<file path="src/rtl/svc_pkg.sv">
// constants and types shared by the safety monitor service logic
package svc_pkg;

  // ****************************************************
  // clock and timing
  // ****************************************************
  localparam int unsigned CLK_KHZ = 250000;
  localparam int unsigned DEBOUNCE_MS = 20;
  localparam int unsigned DEBOUNCE_CYC = DEBOUNCE_MS * CLK_KHZ;
  localparam int unsigned LED_FLASH_MS = 250;
  localparam int unsigned LED_FLASH_CYC = LED_FLASH_MS * CLK_KHZ;
  localparam int unsigned STATUS_REFRESH_MS = 50;
  localparam int unsigned STATUS_REFRESH_CYC = STATUS_REFRESH_MS * CLK_KHZ;

  // ****************************************************
  // passwords and codes
  // ****************************************************
  localparam logic [39:0] DEFAULT_PWD = 40'h53494D4F4E;
  localparam logic [39:0] MASTER_SALT = 40'h5A3C96A5C3;
  localparam logic [5:0] ONE_MISSING = 6'h01;
  localparam logic [4:0] NO_ADDR = 5'h00;

  // ****************************************************
  // status codes and call codes of the basic data calls
  // ****************************************************
  localparam logic [2:0] ST_CFG_POWERON = 3'h4;
  localparam logic [2:0] ST_CFG = 3'h5;
  localparam logic [2:0] ST_FATAL = 3'h7;
  localparam logic [3:0] CALL_EVEN = 4'h0;
  localparam logic [3:0] CALL_ODD = 4'h1;

  // ****************************************************
  // led bit positions, reset and flash values
  // ****************************************************
  localparam int unsigned LED_READY = 0;
  localparam int unsigned LED_ON = 1;
  localparam int unsigned LED_FAULT = 2;
  localparam int unsigned LED_OC = 3;
  localparam logic [3:0] LEDS_RST = 4'h0;
  localparam logic [3:0] LEDS_ALL = 4'hF;

  typedef enum logic [3:0] {
    S_INIT, S_PROT, S_CFG_POWERON, S_CFG, S_TEACH, S_DL_OLD, S_DL_OLD_DONE,
    S_DL_NEW, S_DL_NEW_DONE
  } svc_state_t;

endpackage
</file>
<file path="src/rtl/svc_ctrl.sv">
// service button, slave teaching, download and password control
// Behaviour
// RULE1: service press enters configuration, outputs off
// RULE2: accepted press flashes all LEDs once
// RULE3: first press records whether exactly one missing
// RULE4: second press captures and checks code sequence
// RULE5: good code stored, back to protection
// RULE6: accept only while other replacements silent
// RULE7: no auto addressing for multiple replacements
// RULE8: download accepted only without valid configuration
// RULE9: old firmware copies automatically at power-up
// RULE10: old mode ready lit, then ready and on
// RULE11: new firmware without configuration enters configuration
// RULE12: new mode press restarts, copies, ready lit
// RULE13: press without cable restarts with new configuration
// RULE14: master password derived from four-digit code
// RULE15: master access allows stop and password change
// RULE16: default password valid until configuration stored
// RULE17: diagnostics only once bus address given
// RULE18: different consecutive calls give different replies
// RULE19: status true and refreshed every 30-150 ms
// RULE20: master asks details only on deviation
// RULE21: alternating calls, same bits, D3 is parity
// RULE22: healthy protection answers zero status bits
// RULE23: one debounced press per button actuation
`timescale 1ns/1ps
module svc_ctrl
  import svc_pkg::*;
#(
  parameter int unsigned DEBOUNCE_CYC_P = DEBOUNCE_CYC,
  parameter int unsigned LED_FLASH_CYC_P = LED_FLASH_CYC,
  parameter int unsigned REFRESH_CYC_P = STATUS_REFRESH_CYC
) (
  // clock and reset
  input wire logic sys_clk_in,
  input wire logic resetn_in,
  // button and straps
  input wire logic service_btn_in,
  input wire logic fw_new_mode_in,
  input wire logic cfg_valid_in,
  // safe slave bus view
  input wire logic [5:0] missing_cnt_in,
  input wire logic code_stb_in,
  input wire logic [31:0] code_in,
  input wire logic others_sending_in,
  input wire logic fatal_err_in,
  input wire logic oc1_off_in,
  input wire logic oc2_off_in,
  // download link
  input wire logic dl_present_in,
  input wire logic dl_stb_in,
  input wire logic [7:0] dl_data_in,
  input wire logic dl_last_in,
  // password check
  input wire logic pwd_stb_in,
  input wire logic [39:0] pwd_in,
  input wire logic [39:0] user_pwd_in,
  input wire logic [15:0] dl_code_in,
  input wire logic stop_req_in,
  input wire logic pwd_chg_stb_in,
  // diagnostic data calls
  input wire logic [4:0] slave_addr_in,
  input wire logic call_stb_in,
  input wire logic [3:0] call_in,
  output logic [3:0] reply_out,
  output logic reply_vld_out,
  // outputs to the rest of the monitor
  output logic oc_enable_out,
  output logic [3:0] leds_out,
  output logic auto_addr_en_out,
  output logic err_mem_we_out,
  output logic err_one_missing_out,
  output logic code_we_out,
  output logic [31:0] code_out,
  output logic dl_req_out,
  output logic cfg_we_out,
  output logic [7:0] cfg_data_out,
  output logic restart_out,
  output logic access_out,
  output logic master_access_out,
  output logic stop_out,
  output logic pwd_we_out
);

  // ****************************************************
  // helper functions
  // ****************************************************
  // code accepted when no nibble is zero and the lowest nibble differs from the second or from the top one
  function automatic logic code_ok(input logic [31:0] c);
    logic ok;
    ok = (c[3:0] != c[7:4]) || (c[3:0] != c[31:28]);
    for (int i = 0; i < 8; i++) begin
      ok = ok && (c[4*i +: 4] != 4'h0);
    end
    return ok;
  endfunction
  // scrambles the four-digit code into a 40-bit master password
  function automatic logic [39:0] master_pwd(input logic [15:0] code);
    return MASTER_SALT ^ {code, code, code[15:8]};
  endfunction

  // ****************************************************
  // press detection and diagnostics
  // ****************************************************
  logic press;
  logic [2:0] status;
  svc_debounce #(.STABLE_CYC(DEBOUNCE_CYC_P)) u_deb (
    .sys_clk_in(sys_clk_in),
    .resetn_in(resetn_in),
    .btn_in(service_btn_in),
    .press_out(press)
  );
  svc_diag #(.REFRESH_CYC(REFRESH_CYC_P)) u_diag (
    .sys_clk_in(sys_clk_in),
    .resetn_in(resetn_in),
    .status_in(status),
    .slave_addr_in(slave_addr_in),
    .call_stb_in(call_stb_in),
    .call_in(call_in),
    .reply_out(reply_out),
    .reply_vld_out(reply_vld_out)
  );

  // ****************************************************
  // operating state machine
  // ****************************************************
  svc_state_t state_r, state_nxt;
  logic [31:0] code_cap_r, code_cap_nxt;
  logic code_seen_r, code_seen_nxt;
  logic auto_addr_r, auto_addr_nxt;
  logic err_we_r, err_we_nxt;
  logic err_one_r, err_one_nxt;
  logic code_we_r, code_we_nxt;
  logic restart_r, restart_nxt;
  logic cfg_we_r, cfg_we_nxt;
  logic [7:0] cfg_data_r, cfg_data_nxt;
  logic [31:0] flash_r, flash_nxt;

  always_comb begin
    state_nxt = state_r;
    code_cap_nxt = code_cap_r;
    code_seen_nxt = code_seen_r;
    auto_addr_nxt = auto_addr_r;
    err_we_nxt = 1'b0;
    err_one_nxt = err_one_r;
    code_we_nxt = 1'b0;
    restart_nxt = 1'b0;
    cfg_we_nxt = 1'b0;
    cfg_data_nxt = cfg_data_r;
    flash_nxt = press ? LED_FLASH_CYC_P : (flash_r != 32'h0) ? flash_r - 32'h1 : 32'h0; // RULE2
    case (state_r)
      S_INIT: begin
        if (!cfg_valid_in && dl_present_in && !fw_new_mode_in) begin
          state_nxt = S_DL_OLD; // RULE9
        end else if (!cfg_valid_in) begin
          state_nxt = S_CFG_POWERON; // RULE11
        end else begin
          state_nxt = S_PROT;
        end
      end
      S_PROT: begin
        if (press) begin
          state_nxt = S_TEACH; // RULE1
          err_we_nxt = 1'b1;
          err_one_nxt = (missing_cnt_in == ONE_MISSING); // RULE3
          auto_addr_nxt = (missing_cnt_in <= ONE_MISSING); // RULE7
          code_seen_nxt = 1'b0;
        end
      end
      S_TEACH: begin
        // a code heard while another replacement still talks is dropped
        if (code_stb_in && !others_sending_in) begin // RULE6
          code_cap_nxt = code_in; // RULE4
          code_seen_nxt = 1'b1;
        end
        if (press) begin
          code_seen_nxt = 1'b0;
          if (code_seen_r && code_ok(code_cap_r)) begin // RULE4
            code_we_nxt = 1'b1;
            state_nxt = S_PROT; // RULE5
          end else begin
            state_nxt = S_CFG; // RULE5
          end
        end
      end
      S_CFG, S_CFG_POWERON: begin
        if (press && dl_present_in && !cfg_valid_in && fw_new_mode_in) begin
          restart_nxt = 1'b1; // RULE12 RULE8
          state_nxt = S_DL_NEW;
        end else if (press && cfg_valid_in) begin
          state_nxt = S_TEACH;
          code_seen_nxt = 1'b0;
        end
      end
      S_DL_OLD, S_DL_NEW: begin
        if (dl_stb_in && !cfg_valid_in) begin // RULE8
          cfg_we_nxt = 1'b1;
          cfg_data_nxt = dl_data_in;
          if (dl_last_in) begin
            state_nxt = (state_r == S_DL_OLD) ? S_DL_OLD_DONE : S_DL_NEW_DONE;
          end
        end
      end
      S_DL_NEW_DONE: begin
        if (press && !dl_present_in) begin
          restart_nxt = 1'b1; // RULE13
          state_nxt = S_PROT;
        end
      end
      S_DL_OLD_DONE: state_nxt = S_DL_OLD_DONE; // terminal until power cycle
      default: state_nxt = S_INIT;
    endcase
  end
  always_ff @(posedge sys_clk_in or negedge resetn_in) begin
    if (!resetn_in) begin
      state_r <= S_INIT;
      code_cap_r <= 32'h0;
      code_seen_r <= 1'b0;
      auto_addr_r <= 1'b1;
      err_we_r <= 1'b0;
      err_one_r <= 1'b0;
      code_we_r <= 1'b0;
      restart_r <= 1'b0;
      cfg_we_r <= 1'b0;
      cfg_data_r <= 8'h0;
      flash_r <= 32'h0;
    end else begin
      state_r <= state_nxt;
      code_cap_r <= code_cap_nxt;
      code_seen_r <= code_seen_nxt;
      auto_addr_r <= auto_addr_nxt;
      err_we_r <= err_we_nxt;
      err_one_r <= err_one_nxt;
      code_we_r <= code_we_nxt;
      restart_r <= restart_nxt;
      cfg_we_r <= cfg_we_nxt;
      cfg_data_r <= cfg_data_nxt;
      flash_r <= flash_nxt;
    end
  end

  // status follows the live state; protection reports circuit states
  always_comb begin
    case (state_r)
      S_PROT: status = {1'b0, oc2_off_in, oc1_off_in}; // RULE22 RULE19
      S_CFG_POWERON, S_INIT: status = ST_CFG_POWERON;
      default: status = ST_CFG;
    endcase
    if (fatal_err_in) begin
      status = ST_FATAL;
    end
  end

  // ****************************************************
  // leds and output circuits
  // ****************************************************
  logic oc_en_r, oc_en_nxt;
  logic [3:0] leds_r, leds_nxt;
  logic dl_req_r, dl_req_nxt;
  always_comb begin
    oc_en_nxt = (state_nxt == S_PROT) && !press; // RULE1
    dl_req_nxt = (state_nxt == S_DL_OLD) || (state_nxt == S_DL_NEW);
    leds_nxt = LEDS_RST;
    leds_nxt[LED_FAULT] = fatal_err_in;
    leds_nxt[LED_OC] = oc_en_nxt;
    leds_nxt[LED_ON] = (state_nxt == S_PROT) || (state_nxt == S_DL_OLD_DONE); // RULE10
    case (state_nxt)
      S_DL_OLD, S_DL_NEW, S_DL_OLD_DONE: leds_nxt[LED_READY] = 1'b1; // RULE10 RULE12
      default: leds_nxt[LED_READY] = 1'b0; // RULE12
    endcase
    if (flash_nxt != 32'h0) begin
      leds_nxt = LEDS_ALL; // RULE2
    end
  end

  always_ff @(posedge sys_clk_in or negedge resetn_in) begin
    if (!resetn_in) begin
      oc_en_r <= 1'b0;
      leds_r <= LEDS_RST;
      dl_req_r <= 1'b0;
    end else begin
      oc_en_r <= oc_en_nxt;
      leds_r <= leds_nxt;
      dl_req_r <= dl_req_nxt;
    end
  end

  // ****************************************************
  // password access
  // ****************************************************
  logic access_r, access_nxt;
  logic master_r, master_nxt;
  logic stop_r, stop_nxt;
  logic pwd_we_r, pwd_we_nxt;
  // a new check replaces the previous grant, master access included; stop is sticky
  always_comb begin
    access_nxt = access_r;
    master_nxt = master_r;
    stop_nxt = stop_r || (master_r && stop_req_in); // RULE15
    pwd_we_nxt = master_r && pwd_chg_stb_in; // RULE15
    if (pwd_stb_in) begin
      master_nxt = (pwd_in == master_pwd(dl_code_in)) && cfg_valid_in; // RULE14
      access_nxt = (pwd_in == user_pwd_in) || master_nxt
        || (!cfg_valid_in && pwd_in == DEFAULT_PWD); // RULE16
    end
  end
  always_ff @(posedge sys_clk_in or negedge resetn_in) begin
    if (!resetn_in) begin
      access_r <= 1'b0;
      master_r <= 1'b0;
      stop_r <= 1'b0;
      pwd_we_r <= 1'b0;
    end else begin
      access_r <= access_nxt;
      master_r <= master_nxt;
      stop_r <= stop_nxt;
      pwd_we_r <= pwd_we_nxt;
    end
  end

  // ****************************************************
  // output wiring, every one from a flip-flop
  // ****************************************************
  assign oc_enable_out = oc_en_r;
  assign leds_out = leds_r;
  assign auto_addr_en_out = auto_addr_r;
  assign err_mem_we_out = err_we_r;
  assign err_one_missing_out = err_one_r;
  assign code_we_out = code_we_r;
  assign code_out = code_cap_r;
  assign dl_req_out = dl_req_r;
  assign cfg_we_out = cfg_we_r;
  assign cfg_data_out = cfg_data_r;
  assign restart_out = restart_r;
  assign access_out = access_r;
  assign master_access_out = master_r;
  assign stop_out = stop_r;
  assign pwd_we_out = pwd_we_r;
endmodule

</file>
<file path="src/rtl/svc_debounce.sv">
// service button debouncer producing one pulse per press
`timescale 1ns/1ps
module svc_debounce
  import svc_pkg::*;
#(
  parameter int unsigned STABLE_CYC = DEBOUNCE_CYC
) (
  // clock and reset
  input wire logic sys_clk_in,
  input wire logic resetn_in,
  // button and press event
  input wire logic btn_in,
  output logic press_out
);

  logic level_r, level_nxt;
  logic press_r, press_nxt;
  logic [31:0] cnt_r, cnt_nxt;

  // a level change must hold for the whole window; bounce restarts it
  always_comb begin
    level_nxt = level_r;
    press_nxt = 1'b0;
    cnt_nxt = 32'h0;
    if (btn_in != level_r) begin
      if (cnt_r >= STABLE_CYC - 1) begin
        level_nxt = btn_in;
        press_nxt = btn_in; // RULE23
      end else begin
        cnt_nxt = cnt_r + 32'h1;
      end
    end
  end

  always_ff @(posedge sys_clk_in or negedge resetn_in) begin
    if (!resetn_in) begin
      level_r <= 1'b0;
      press_r <= 1'b0;
      cnt_r <= 32'h0;
    end else begin
      level_r <= level_nxt;
      press_r <= press_nxt;
      cnt_r <= cnt_nxt;
    end
  end

  assign press_out = press_r;

endmodule

</file>
<file path="src/rtl/svc_diag.sv">
// answers the alternating basic data calls from the bus master
`timescale 1ns/1ps
module svc_diag
  import svc_pkg::*;
#(
  parameter int unsigned REFRESH_CYC = STATUS_REFRESH_CYC
) (
  // clock and reset
  input wire logic sys_clk_in,
  input wire logic resetn_in,
  // live status and own bus address
  input wire logic [2:0] status_in,
  input wire logic [4:0] slave_addr_in,
  // data call and reply
  input wire logic call_stb_in,
  input wire logic [3:0] call_in,
  output logic [3:0] reply_out,
  output logic reply_vld_out
);

  logic [2:0] snap_r, snap_nxt;
  logic [2:0] held_r, held_nxt;
  logic last_odd_r, last_odd_nxt;
  logic [3:0] reply_r, reply_nxt;
  logic vld_r, vld_nxt;
  logic [31:0] tick_r, tick_nxt;

  // the snapshot is refreshed on a fixed period so a slow master still
  // sees a coherent state; the odd call freezes it until the next even call
  always_comb begin
    snap_nxt = snap_r;
    held_nxt = held_r;
    last_odd_nxt = last_odd_r;
    reply_nxt = reply_r;
    vld_nxt = 1'b0;
    tick_nxt = tick_r + 32'h1;
    if (tick_r >= REFRESH_CYC - 1) begin
      tick_nxt = 32'h0;
      snap_nxt = status_in; // RULE19
    end
    if (call_stb_in && slave_addr_in != NO_ADDR) begin // RULE17
      if (call_in == CALL_EVEN) begin
        vld_nxt = 1'b1;
        last_odd_nxt = 1'b0;
        reply_nxt = {1'b0, snap_r}; // RULE21 RULE22
      end else if (call_in == CALL_ODD) begin
        vld_nxt = 1'b1;
        last_odd_nxt = 1'b1;
        if (!last_odd_r) begin
          held_nxt = snap_r;
          reply_nxt = {1'b1, snap_r}; // RULE21 RULE18
        end else begin
          reply_nxt = {1'b1, held_r};
        end
      end
    end
  end

  always_ff @(posedge sys_clk_in or negedge resetn_in) begin
    if (!resetn_in) begin
      snap_r <= ST_CFG_POWERON;
      held_r <= ST_CFG_POWERON;
      last_odd_r <= 1'b0;
      reply_r <= 4'h0;
      vld_r <= 1'b0;
      tick_r <= 32'h0;
    end else begin
      snap_r <= snap_nxt;
      held_r <= held_nxt;
      last_odd_r <= last_odd_nxt;
      reply_r <= reply_nxt;
      vld_r <= vld_nxt;
      tick_r <= tick_nxt;
    end
  end

  assign reply_out = reply_r;
  assign reply_vld_out = vld_r;

endmodule

</file>
<file path="config.mk">
export PLATFORM = sky130hd
export DESIGN_NAME = svc_ctrl
export DESIGN_NICKNAME = d
export VERILOG_FILES = /design/src/rtl/svc_pkg.sv /design/src/rtl/svc_ctrl.sv /design/src/rtl/svc_debounce.sv /design/src/rtl/svc_diag.sv
export SDC_FILE = /design/constraint.sdc
export NUM_CORES = 1
export LEC_CHECK = 0
export ABC_AREA = 1
export BUFFER_PORTS_ARGS = -buffer_cell sky130_fd_sc_hd__buf_4
export CORE_ASPECT_RATIO = 1.4
export CORE_UTILIZATION = 50
export DETAILED_ROUTE_END_ITERATION = 8
export GPL_ROUTABILITY_DRIVEN = 0
export PLACE_DENSITY = 0.85
export SETUP_SLACK_MARGIN = 0.15
export SLEW_MARGIN = 20
export SYNTH_ARGS = -nofsm -noshare
export SYNTH_HDL_FRONTEND = slang
export SYNTH_SLANG_ARGS = --single-unit
export TNS_END_PERCENT = 30
</file>
<file path="constraint.sdc">
create_clock -name sys_clk_in -period 2.65 [get_ports sys_clk_in]
set_clock_uncertainty 0.2 [all_clocks]
set_input_delay 0.53 -clock sys_clk_in [delete_from_list [all_inputs] [get_ports sys_clk_in]]
set_output_delay 0.53 -clock sys_clk_in [all_outputs]
set_load 0.01 [all_outputs]
</file>
* Yosys cells after proc, flatten, opt, wreduce, memory -nomap -nowiden
Cells that the tools add are included.
** Cells by class
- Add/subtract/negate cells :: 3
- Magnitude comparators :: 3
- Eq/ne operators :: 24
- Mux-type cells :: 47
- Bitwise logic cells :: 3
- Reductions and logical operators :: 61
** Operators with widths (number)
- 32-bit two-way mux :: 5
- 40-bit == test :: 2
- 32-bit by 1-bit adder with 32-bit output (second input constant) :: 2
- 32-bit nonzero test :: 2
- 4-bit two-way mux :: 11
- 40-bit by 39-bit == test with 1-bit output (second input constant) :: 1
- 32-bit by 23-bit greater-or-equal comparator with 1-bit output (second input constant) :: 1
- 32-bit by 24-bit greater-or-equal comparator with 1-bit output (second input constant) :: 1
- 4-bit nonzero test :: 8
- 32-bit by 1-bit subtractor with 32-bit output (second input constant) :: 1
- 4-bit by 3-bit == test with 1-bit output (second input constant) :: 7
- 4-bit one-hot mux with 7 select lines :: 1
- 1-bit logical AND :: 24
- 1-bit two-way mux :: 22
- 20-bit NOT :: 1
- 4-bit by 1-bit == test with 1-bit output (second input constant) :: 3
- 2-bit AND reduction :: 5
- 3-bit two-way mux :: 3
- 4-bit by 2-bit == test with 1-bit output (second input constant) :: 2
- 4-bit zero test :: 2
- 4-bit inequality test :: 2
- 6-bit by 1-bit == test with 1-bit output (second input constant) :: 1
- 6-bit by 1-bit <= comparator with 1-bit output (second input constant) :: 1
- 1-bit logical OR :: 6
- other kinds (18) :: 27
** Storage, ports and cells
- Register bits :: 171
- Input bits :: 168
- Output and inout bits :: 61
- Word-level logic and storage cells :: 168

* Longest topological paths before layout
Gate-level depths: netlist (run 1).
- Word-level depth :: 18
- Depth in mapped cells :: 16

* Hierarchy
A second synthesis (run 1) with hierarchy kept.
** Second synthesis, totals
- Cells, all modules :: 1254
- Area, all modules :: 9778.1 um^2
** Modules (own cells, without submodules)
- svc_ctrl :: times used 1, cells an instance 802, area an instance 6022.0 um^2
- svc_diag :: times used 1, cells an instance 238, area an instance 2040.7 um^2
- svc_debounce :: times used 1, cells an instance 214, area an instance 1715.4 um^2

* Worst setup path before layout (run 1)
No wires, ideal clock.
- Kind :: register to register
- From :: register flash_r[0]
- To :: register leds_r[0], in the netlist leds_out[0]
- Arrival :: 1.772 ns
- Path slack :: 0.549 ns
- Cell stages (with the launch flop) :: 17
- Path buffers :: 1
- Period minus slack after synthesis :: 2.101 ns
- Cells stage by stage :: dfrtp_1 > inv_1 > ha_1 > nand2_4 > nor2_8 > buf_6 > nand2_1 > nand2_1 > nand2_1 > nand2_1 > nand2_2 > nor2_1 > nand2_1 > nor2_1 > nand2_1 > nor2_4 > nand3_1
** Between the ends
- Word-level cells in the longest chain between the ends :: 5
** RTL lines
- start, declared :: line svc_ctrl.sv:137 : logic [31:0] flash_r, flash_nxt;
- start signal, assigned :: line svc_ctrl.sv:238 : flash_r <= flash_nxt;
- 32-bit by 1-bit subtractor with 32-bit output / 32-bit nonzero test (equally long branches) :: line svc_ctrl.sv:150 : flash_nxt = press ? LED_FLASH_CYC_P : (flash_r != 32'h0) ? flash_r - 32'h1 : 32'h0;
- 32-bit two-way mux (*) (2 in a row) :: line svc_ctrl.sv:150
- net flash_nxt[10] :: line svc_ctrl.sv:137
- 32-bit nonzero test (*) :: line svc_ctrl.sv:271 : if (flash_nxt != 32'h0) begin
- 4-bit two-way mux (*) :: line svc_ctrl.sv:271
- net leds_nxt[0] :: line svc_ctrl.sv:258 : logic [3:0] leds_r, leds_nxt;
- end signal, assigned :: line svc_ctrl.sv:283 : leds_r <= leds_nxt;
- end, declared :: line svc_ctrl.sv:258
The timed path passes the listed nets; every way through them passes the cells marked *.
A chain may end at the register's enable or synchronous reset.

* Final worst setup path (run 1)
- From :: register flash_r[12]
- To :: register leds_r[2], in the netlist leds_out[2]
** Between the ends
- Word-level cells in the longest chain between the ends :: 5
** RTL lines (line)
- 32-bit by 1-bit subtractor with 32-bit output / 32-bit nonzero test (equally long branches) :: svc_ctrl.sv:150
- 32-bit two-way mux (*) (2 in a row) :: svc_ctrl.sv:150
- 32-bit nonzero test (*) :: svc_ctrl.sv:271
- 4-bit two-way mux (*) :: svc_ctrl.sv:271
- net leds_nxt[2] :: svc_ctrl.sv:258
Marks and branches as above.

==> results.yml, run 1 <==
outcome:
  run_status: "finished clean"
worst_setup_path:
  cpMaxStageDelayCell: "dfrtp_1"
  rr_endpoint: "leds_out[2]"
  setup.worst_path.start_class: "flip-flop"
  nature_of_the_critical_path_endpoint: "flip-flop"
  timing.critical_path.max_delay_family: "simple AND/OR/NAND/NOR gates"
  worst_ep_arrival_time_ps: 2440
  critical-path-top-cell-by-count: "nor2_1"
  critical_path.max_fanout: 9
  worstSetupPathType: "flip-flop to flip-flop"
  max_stage_delay_ps: 410
  r2r_slack_ps: 310
  timing.critical_path.cells: "nor2_1 > nand2_1 > nor2_4 > nand2_4 > nor2_4 > nor2_1 > nor2_1 > nand2_1 > nor2_1 > nand2_1 > nor2_4 > nand3_1"
  crit_required_ps: 2750
  reg2reg_from: "flash_r[12]"
  crit_buf_inv: 0
  worst_r2r_path_depth: 12
grt:
  wire_length_of_the_first_global_routing_pass_um: 40600
  globalRouteTotalUtil_pct: 26.3
  gr-total-overflow: 0
  first_global_vias: 8827
  grt_max_degree: 49
  antenna_violations_before_repair: 0
placed_design:
  io_buffer_count: 228
  place_worst_setup_slack_ps: 208
  place_hpwl_um: 19200
sta:
  setup_violations: 0
  period_needed_ps: 2340
  postLayoutSetupSlackWorst_ps: 313
  fin_setup_tns_ps: 0
  max_frequency_ghz: 0.428
  number_of_pins_exceeding_their_max_slew_limit_in_the_final_report: 0
  slew_hr_pct: 63.4
  grt_setup_unrepaired: "true"
  max_slew.worst_pin.slew_ps: 544
  hold_viol_final: 0
  final.period_utilization_pct: 88.2
  finalHoldWorstSlack_ps: 91.5
worst_hold_path:
  worstHoldEndpoint: "pwd_we_out"
  beginning_of_the_worst_hold_path: "pwd_chg_stb_in"
  timing.hold.worst_path_depth: 3
  worstHoldPathType: "primary input to flip-flop"
clock_network:
  worstSkewPairLatency_ps: 430
  cts-root-buf: "clkbuf_16"
  ctsHtreeMaxLevel: 4
  cts_sinks: 170
  cts-buffers-inserted: 17
  clock_pin_slew_on_the_worst_setup_and_hold_paths_ps: 70
  cts.path.max_buffers: 2
  cts_tree: "done"
drt:
  vias: 8829
  wl_um: 24900
  drt.antenna.violating_nets: 0
  drc: 0
  dr.first_iter.drc_count: 562
  drt_pre_antenna_iters: 5
  routed_via_density: 5.25
  detail_route.wl_per_cell_um: 14.8
die:
  placement_rows: 59
  die_height_um: 165
  design.die.area_um2: 19400
  initial_utilization_pct: 51.0
  core_area_um2: 18500
  die_x_um: 118
  num_io_pins: 229
synthesis:
  ys_top_cells_by_area: "dfrtp_1 44%, nand2_1 9.7%, nor2_1 7.2%, inv_1 5.1%, xor2_1 4.6%"
  synth.lib_cells_used.distinct: 51
  fraction_of_the_mapped_netlist_area_in_compound_gates_pct: 6.25
  synth_cells: 1161
  number_of_flops_mapped_to_enable_cells_by_yosys: 0
  synthesized_area_fraction_occupied_by_and_or_nand_nor_cells_pct: 31.3
  seq_area_frac_synth_pct: 45.1
  syn_avg_cell_area_um2: 8.13
  yosysWarningCount: 0
  ys.flop_type: "dfrtp_1"
  post_synth_xor_area_fraction_pct: 7.14
  synth.top_cell.area_share_pct: 44.3
  ys_top_cells_by_count: "243 x nand2_1, 182 x nor2_1, 167 x dfrtp_1, 128 x inv_1, 67 x nand3_1"
  yosysTopAreaCell: "dfrtp_1"
  mappedNetlistArea_um2: 9440
  synth.ff_latch_count: 170
  post_synth_adder_cell_area_pct: 0.398
  async_flop_share_pct: 100
  synth.area.mux_share_pct: 3.82
  largest_family_of_logic_cells_by_synthesized_area: "simple AND/OR/NAND/NOR gates"
  synth_most_common_cell: "nand2_1"
power:
  vdd_drop_max_mv: 0.572
  p_total_mw: 6.32
  power.density_cell_area_nw_per_um2: 517
  power.static_leakage_nw: 6.01
final_layout:
  final.fill_count: 1480
  n_antenna_cell: 0
  area.growth.synth_to_final_pct: 29.6
  drive_above_1_share_pct: 25.9
  final_nets: 1597
run:
  cap_violations: 0
-- worst min-delay path, delay by kind of cell --
family	cells	cell delay [ps]
simple gates	1	40
buf+inv	2	110
-- layer usage --
layer	vias to the layer above	global-route usage [%]	part of all wire (%)
met2	343	46.5	51
met4	0	12.5	3.7
li1	4291	-	-
met1	4122	30.4	39
met5	-	0	0
met3	73	5.84	6.6
-- layout make-up --
| type | count | area [um2] | share of cell area [%] |
|---|---|---|---|
| inverters | 131 | 493 | 4.03 |
| multi-input cells | 863 | 4710 | 38.5 |
| clock inverters | 13 | 180 | 1.47 |
| well taps | 244 | 305 | 2.50 |
| repair buffers | 243 | 1860 | 15.2 |
| flip-flops and latches | 170 | 4260 | 34.8 |
| clock buffers | 19 | 433 | 3.54 |
-- stage by stage --
step                util [%]  instances  area (um2)
finish                  66.0       1683       12200
global route            66.0       1683       12200
CTS                     65.8       1680       12200
detailed placement      62.4       1647       11600
global placement        62.4       1647       11600
floorplan                  -       1177        9500
-- flip-flops by register name, summed over array words and instances (netlist names), 3 cells and up --
| signal | count |
|---|---|
| u_diag.held_r | 3 |
| state_r | 4 |
| u_deb.cnt_r | 32 |
| code_out | 32 |
| flash_r | 32 |
| u_diag.snap_r | 3 |
| cfg_data_out | 8 |
| leds_out | 4 |
| u_diag.reply_out | 4 |
| u_diag.tick_r | 32 |
-- where the power goes --
part	switching, mW	leakage [nW]	internal (mW)	total (mW)
clock	1.07	0.300	1.51	2.58
combinational	0.525	3.58	0.432	0.957
sequential	0.0842	2.14	2.70	2.78
total	1.68	6.01	4.64	6.32
-- kinds of logic after synthesis --
| family | after synthesis |
|---|---|
| AO/OA/AOI/OAI | 96 |
| flip-flops | 170 |
| XOR/XNOR | 77 |
| buffers and inverters | 145 |
| AND/OR/NAND/NOR | 637 |
| adder cells (fa/ha/maj) | 3 |
| multiplexers | 32 |
| other | 1 |
-- worst max path at each step --
| stage | from | slack [ps] | cells past startpoint | end |
|---|---|---|---|---|
| after floorplan | flash_r[0] | 550 | 16 | leds_out[0] |
| after global placement | flash_r[0] | 280 | 15 | leds_out[0] |
| after detailed placement | flash_r[0] | 210 | 13 | leds_out[2] |
| after CTS | flash_r[0] | 190 | 15 | leds_out[2] |
| after global routing | flash_r[26] | 140 | 14 | leds_out[2] |
| final | flash_r[12] | 310 | 12 | leds_out[2] |
-- layout by cell type, fill, tap and decap left out, drive strengths merged, types with 5 or more instances in the layout --
master  instances
dfrtp         167
nand3b          6
conb           17
xor2           50
clkbuf         19
nand3          69
nor3           34
or2            12
o21ai          34
mux2           32
a31oi           5
nor2          212
xnor2          27
nand2         253
buf           242
nor4           19
a211oi         10
a21oi          21
inv           137
nand4          29
-- what timing repair did --
action | in CTS | in global routing
setup endpoints to repair | 0 | 5
endpoints found under the hold margin | 39 | 0
buffers inserted | 0 | 2
hold buffers | 1 | 0
gates resized for setup | 0 | 5
No activity file was read; power rests on OpenSTA's default activity.
==> run 2, diff against run 1 <==
--- a/config.mk
+++ b/config.mk
@@ -5,13 +5,13 @@
 export SDC_FILE = /design/constraint.sdc
 export NUM_CORES = 1
 export LEC_CHECK = 0
-export ABC_AREA = 1
+export ABC_AREA = 0
 export BUFFER_PORTS_ARGS = -buffer_cell sky130_fd_sc_hd__buf_4
 export CORE_ASPECT_RATIO = 1.4
 export CORE_UTILIZATION = 50
 export DETAILED_ROUTE_END_ITERATION = 8
 export GPL_ROUTABILITY_DRIVEN = 0
-export PLACE_DENSITY = 0.85
+export PLACE_DENSITY = 0.75
 export SETUP_SLACK_MARGIN = 0.15
 export SLEW_MARGIN = 20
 export SYNTH_ARGS = -nofsm -noshare
==> run 2 against run 1 <==
  * The flow now finishes with violations (negative setup slack)
  * Clock power decreased by 7%
  * Final cell count decreased by 14%
  * Combinational power increased to 2.6 times the previous value
  * Largest power group unchanged
==> results.yml, run 2 <==
outcome:
  run_status: "finished, violations left"
  failing_checks: "negative setup slack"
die:
  placement_rows: 56
  core_area_um2: 16900
  die_x_um: 114
  num_io_pins: 229
  initial_utilization_pct: 51.7
  die_height_um: 158
  design.die.area_um2: 18000
synthesis:
  synth.lib_cells_used.distinct: 65
  synth_cells: 859
  yosysTopAreaCell: "dfrtp_1"
  number_of_flops_mapped_to_enable_cells_by_yosys: 0
  synthesized_area_fraction_occupied_by_and_or_nand_nor_cells_pct: 23.5
  post_synth_xor_area_fraction_pct: 11.5
  ys_top_cells_by_count: "167 x dfrtp_1, 110 x nor2_1, 61 x xnor2_1, 54 x xor2_1, 47 x nand2_1"
  seq_area_frac_synth_pct: 48.8
  largest_family_of_logic_cells_by_synthesized_area: "simple AND/OR/NAND/NOR gates"
  mappedNetlistArea_um2: 8730
  synth_most_common_cell: "dfrtp_1"
  fraction_of_the_mapped_netlist_area_in_compound_gates_pct: 7.33
  ys_top_cells_by_area: "dfrtp_1 48%, xnor2_1 6.1%, mux2_2 5.9%, xor2_1 5.4%, nor2_1 4.7%"
  yosysWarningCount: 0
  async_flop_share_pct: 100
  syn_avg_cell_area_um2: 10.2
  synth.area.mux_share_pct: 6.62
  synth.ff_latch_count: 170
  ys.flop_type: "dfrtp_1"
  synth.top_cell.area_share_pct: 47.9
  post_synth_adder_cell_area_pct: 0.430
power:
  power.static_leakage_nw: 5.44
  vdd_drop_max_mv: 0.570
  power.share.sequential_pct: 41.4
  switching_share_pct: 31.0
  pwr-share-comb_pct: 29.9
  clock_power_share_pct: 28.8
  p_total_mw: 8.30
  net-switching-power_mw: 2.57
  power.density_cell_area_nw_per_um2: 679
  power_report.internal_total_mw: 5.73
drt:
  detail_route.wl_per_cell_um: 17.4
  dr.first_iter.drc_count: 469
  routed_via_density: 5.46
  wl_um: 25100
  drt_pre_antenna_iters: 5
  drc: 0
  vias: 7871
  drt.antenna.violating_nets: 0
worst_setup_path:
  crit_buf_inv: 0
  setup.worst_path.start_class: "flip-flop"
  critical-path-top-cell-by-count: "or4_4"
  nature_of_the_critical_path_endpoint: "flip-flop"
  worst_ep_arrival_time_ps: 3070
  max_stage_delay_ps: 550
  timing.critical_path.cells: "or4_4 > or4_4 > nor3_4 > xor2_1 > or4_4 > o32ai_4 > o2111ai_1"
  cpMaxStageDelayCell: "or4_4"
  worst_r2r_path_depth: 7
  crit_required_ps: 2750
  critical_path.max_fanout: 4
  timing.critical_path.max_delay_family: "simple AND/OR/NAND/NOR gates"
  worstSetupPathType: "flip-flop to flip-flop"
  crit_cells: 7
placed_design:
  post-place-cells: 1405
  placedInstanceArea_um2: 11400
  place_hpwl_um: 19200
  io_buffer_count: 228
sta:
  postLayoutSetupSlackWorst_ps: -327
  number_of_pins_exceeding_their_max_slew_limit_in_the_final_report: 0
  finalHoldWorstSlack_ps: 91.0
  final.period_utilization_pct: 112
  max_frequency_ghz: 0.336
  fin_setup_tns_ps: -1220
  setup_violations: 4
  max_slew.worst_pin.slew_ps: 602
  hold_viol_final: 0
  slew_hr_pct: 59.5
  period_needed_ps: 2980
  grt_setup_unrepaired: "true"
final_layout:
  drive_above_1_share_pct: 36.3
  layout.cells.most_common_list: "313 x buf_4, 167 x dfrtp_1, 103 x nor2_1"
  area.growth.synth_to_final_pct: 40.1
  final_nets: 1367
  n_antenna_cell: 0
  most_common_cell_after_layout_fill_and_taps_aside: "buf_4"
  fin_cells: 1441
  postLayoutCellArea_um2: 12200
grt:
  first_global_vias: 8155
  antenna_violations_before_repair: 0
  globalRouteTotalUtil_pct: 29.1
  grt_max_degree: 61
  gr-total-overflow: 0
  wire_length_of_the_first_global_routing_pass_um: 39900
clock_network:
  worstSkewPairLatency_ps: 440
  cts-root-buf: "clkbuf_16"
  cts_tree: "done"
  cts-buffers-inserted: 17
  clock_pin_slew_on_the_worst_setup_and_hold_paths_ps: 60
  cts_sinks: 170
  cts.path.max_buffers: 2
  ctsHtreeMaxLevel: 4
worst_hold_path:
  timing.hold.worst_path_depth: 2
  worstHoldPathType: "primary input to flip-flop"
run:
  cap_violations: 0
## run 2: cell types whose count changed after synthesis, sizes merged, moves of 16 or more
cell,previous run,this run
nor2,211,110
inv,130,17
nand2b,0,16
nand3,69,31
and3,0,16
nand2,253,47
xnor2,27,61
## run 2: cells by family after synthesis
kind of cell,after synthesis
and+or+nand+nor,385
DFF,170
xor gates and xnor gates,115
AOI/OAI and AO/OA,95
muxes,52
buffers and inverters,38
adders and majority gates,3
other,1
## run 2: timing repair
| item | 4_1_cts | 5_1_grt |
|---|---|---|
| hold buffers | 1 | 0 |
| hold endpoints to repair | 54 | 0 |
| pin swaps | 7 | 7 |
| cloned | 0 | 2 |
| endpoints found under the setup margin | 29 | 48 |
| buffers inserted | 0 | 1 |
| resized for setup | 11 | 21 |
## run 2: layout make-up
cell class,instances,area [um2]
clock buffers,21,450
multi-input cells,667,4520
well taps,232,290
repair buffers,323,2520
inverters,17,63.8
clock inverters,11,114
fillers,1284,4660
flip-flops and latches,170,4260
## run 2: final timing paths
path,slack (ps),to,start
worst max-delay path,-330,leds_out[1],flash_r[10]
worst min-delay path,90,access_out,pwd_stb_in
worst max register to register,-330,leds_out[1],flash_r[10]
worst min register to register,270,stop_out,stop_out
max in group asynchronous,1080,auto_addr_en_out,resetn_in
min in group asynchronous,460,flash_r[30],resetn_in
## run 2: power by group through the flow
stage | combinational [mW] | clock [mW] | sequential, mW
6_report | 2.48 | 2.39 | 3.43
5_1_grt | 2.67 | 2.53 | 3.49
4_1_cts | 2.47 | 2.44 | 3.42
3_5_place_dp | 2.45 | 0 | 3.47
3_3_place_gp | 2.40 | 0 | 3.44
2_1_floorplan | 0.989 | 0 | 3.56
## run 2: layer usage
layer / up-vias / GRT usage, % / wire length [um] / part of all wire [%]
li1: 3716 / - / - / -
met1: 3788 / 31.2 / 9180 / 37
met2: 298 / 52.4 / 13200 / 52
met3: 69 / 7.38 / 1780 / 7.1
met4: 0 / 15.5 / 1010 / 4.0
met5: - / 0 / 0 / 0
## run 2: metrics by stage
stage	worst slack, ps	utilization [%]
3_3_place_gp	-389	67.8
3_5_place_dp	-453	67.8
4_1_cts	-318	71.5
5_1_grt	-454	72.4
2_1_floorplan	-399	-
6_report	-327	72.4
==> run 3, diff against run 2 <==
--- a/config.mk
+++ b/config.mk
@@ -9,6 +9,7 @@
 export BUFFER_PORTS_ARGS = -buffer_cell sky130_fd_sc_hd__buf_4
 export CORE_ASPECT_RATIO = 1.4
 export CORE_UTILIZATION = 50
+export CTS_BUF_LIST = sky130_fd_sc_hd__clkbuf_16
 export DETAILED_ROUTE_END_ITERATION = 8
 export GPL_ROUTABILITY_DRIVEN = 0
 export PLACE_DENSITY = 0.75
==> run 3 against run 2 <==
  * The flow still finishes with violations (negative setup slack)
  * Total power fell by 0.43%
  * Register-to-register slack barely moved
  * Via count is 0.11% higher
  * Setup slack improved by 0.97 ps
  * Routed wire length up 0.51%
  * Sequential power about the same
  * Combinational power is essentially flat
  * Final cell count hardly changed
  * Hold slack got worse by 1.0 ps
  * Die area is the same
  * Critical path type unchanged
  * Largest power group unchanged
==> results.yml, run 3 (synthesis gave the netlist of run 2 again) <==
sta:
  max_slew.worst_pin.slew_ps: 602
  setup_violations: 4
  postLayoutSetupSlackWorst_ps: -326
  number_of_pins_exceeding_their_max_slew_limit_in_the_final_report: 0
  fin_setup_tns_ps: -1220
  period_needed_ps: 2980
  max_frequency_ghz: 0.336
  slew_hr_pct: 59.5
  hold_viol_final: 0
  grt_setup_unrepaired: "true"
  final.period_utilization_pct: 112
  finalHoldWorstSlack_ps: 90.0
die:
  design.die.area_um2: 18000
  placement_rows: 56
  die_height_um: 158
  core_area_um2: 16900
  die_x_um: 114
  initial_utilization_pct: 51.7
  num_io_pins: 229
drt:
  drt.antenna.violating_nets: 0
  drt_pre_antenna_iters: 5
  detail_route.wl_per_cell_um: 17.5
  drc: 0
  wl_um: 25300
  routed_via_density: 5.46
  vias: 7880
  dr.first_iter.drc_count: 462
clock_network:
  cts_tree: "done"
  cts-buffers-inserted: 17
  ctsHtreeMaxLevel: 4
  worstSkewPairLatency_ps: 440
  clock_pin_slew_on_the_worst_setup_and_hold_paths_ps: 60
  cts-root-buf: "clkbuf_16"
  cts.path.max_buffers: 2
  cts_sinks: 170
power:
  pwr-share-comb_pct: 30.0
  clock_power_share_pct: 28.4
  power.density_cell_area_nw_per_um2: 677
  switching_share_pct: 31.2
  p_total_mw: 8.27
  power_report.internal_total_mw: 5.69
  power.static_leakage_nw: 5.45
  vdd_drop_max_mv: 0.569
  power.share.sequential_pct: 41.5
  net-switching-power_mw: 2.57
worst_setup_path:
  nature_of_the_critical_path_endpoint: "flip-flop"
  reg2reg_from: "flash_r[10]"
  worst_r2r_path_depth: 7
  worstSetupPathType: "flip-flop to flip-flop"
  critical_path.max_fanout: 4
  worst_setup_path_startpoint: "flash_r[10]"
  worst_ep_arrival_time_ps: 3080
  max_stage_delay_ps: 550
  crit_required_ps: 2750
  cpMaxStageDelayCell: "or4_4"
  critical-path-top-cell-by-count: "or4_4"
  rr_endpoint: "leds_out[1]"
  setup.worst_path.start_class: "flip-flop"
  r2r_slack_ps: -330
  timing.critical_path.cells: "or4_4 > or4_4 > nor3_4 > xor2_1 > or4_4 > o32ai_4 > o2111ai_1"
worst_hold_path:
  worstHoldEndpoint: "access_out"
  timing.hold.worst_path_depth: 2
  worstHoldPathType: "primary input to flip-flop"
  beginning_of_the_worst_hold_path: "pwd_stb_in"
final_layout:
  postLayoutCellArea_um2: 12200
  drive_above_1_share_pct: 36.2
  area.growth.synth_to_final_pct: 40.0
  utilization_pct: 72.3
  fin_cells: 1442
  most_common_cell_after_layout_fill_and_taps_aside: "buf_4"
  final_nets: 1367
  layout.cells.most_common_list: "313 x buf_4, 167 x dfrtp_1, 103 x nor2_1"
grt:
  grt_max_degree: 61
  wire_length_of_the_first_global_routing_pass_um: 39900
  first_global_vias: 8170
  antenna_violations_before_repair: 0
  globalRouteTotalUtil_pct: 29.1
  gr-total-overflow: 0
placed_design:
  place_worst_setup_slack_ps: -453
  place_hpwl_um: 19200
  post-place-cells: 1405
  placedInstanceArea_um2: 11400
  io_buffer_count: 228
outcome:
  run_status: "finished, violations left"
  failing_checks: "negative setup slack"
run:
  cap_violations: 0
## run 3: cell count changes in the layout (fill, tap and decap cells not counted)
cell / before / now
diode_2: 0 / 1
inv_1: 17 / 20
clkbuf_1: 3 / 0
clkbuf_8: 1 / 0
clkinv_1: 0 / 1
## run 3: power by group through the flow
stage                     Combinational [mW]  Sequential [mW]  Clock [mW]
after detailed placement                2.45             3.47           0
final                                   2.48             3.43        2.35
after CTS                               2.47             3.43        2.39
after global routing                    2.67             3.49        2.50
after global placement                  2.40             3.44           0
after floorplan                        0.989             3.56           0
## run 3: worst max-delay path by stage
stage | end | slack (ps) | depth (start not counted)
2_1_floorplan | leds_out[1] | -400 | 8
3_3_place_gp | leds_out[1] | -390 | 7
3_5_place_dp | leds_out[3] | -450 | 7
4_1_cts | leds_out[1] | -320 | 7
5_1_grt | leds_out[1] | -450 | 7
6_report | leds_out[1] | -330 | 7
## run 3: layer usage
metal | vias up | global-route usage, % | share of wire, %
li1 | 3719 | - | -
met1 | 3761 | 31.2 | 36
met2 | 326 | 52.5 | 52
met3 | 74 | 7.38 | 7.2
met4 | 0 | 15.5 | 4.3
met5 | - | 0 | 0
## run 3: worst max-delay path: cells and delay by family, from the launching register on
family	cells	cell delay, ps
compound gates	2	450
xor+xnor	1	100
flops	1	370
simple gates	4	1730
## run 3: final cells by class
type / instances / area (um2)
inverter: 17 / 63.8
sequential: 170 / 4260
tap: 232 / 290
fill: 1280 / 4670
clock buffer: 17 / 425
clock inverter: 15 / 129
timing repair buffer: 323 / 2520
antenna: 1 / 2.50
multi-input combinational: 667 / 4520
## run 3: repair_timing
| action | in CTS | in global routing |
|---|---|---|
| hold buffers | 1 | 0 |
| pin swaps | 7 | 7 |
| setup endpoints to repair | 29 | 48 |
| endpoints found under the hold margin | 54 | 0 |
| cloned | 0 | 2 |
| setup buffers | 0 | 1 |
| resized for setup | 11 | 21 |
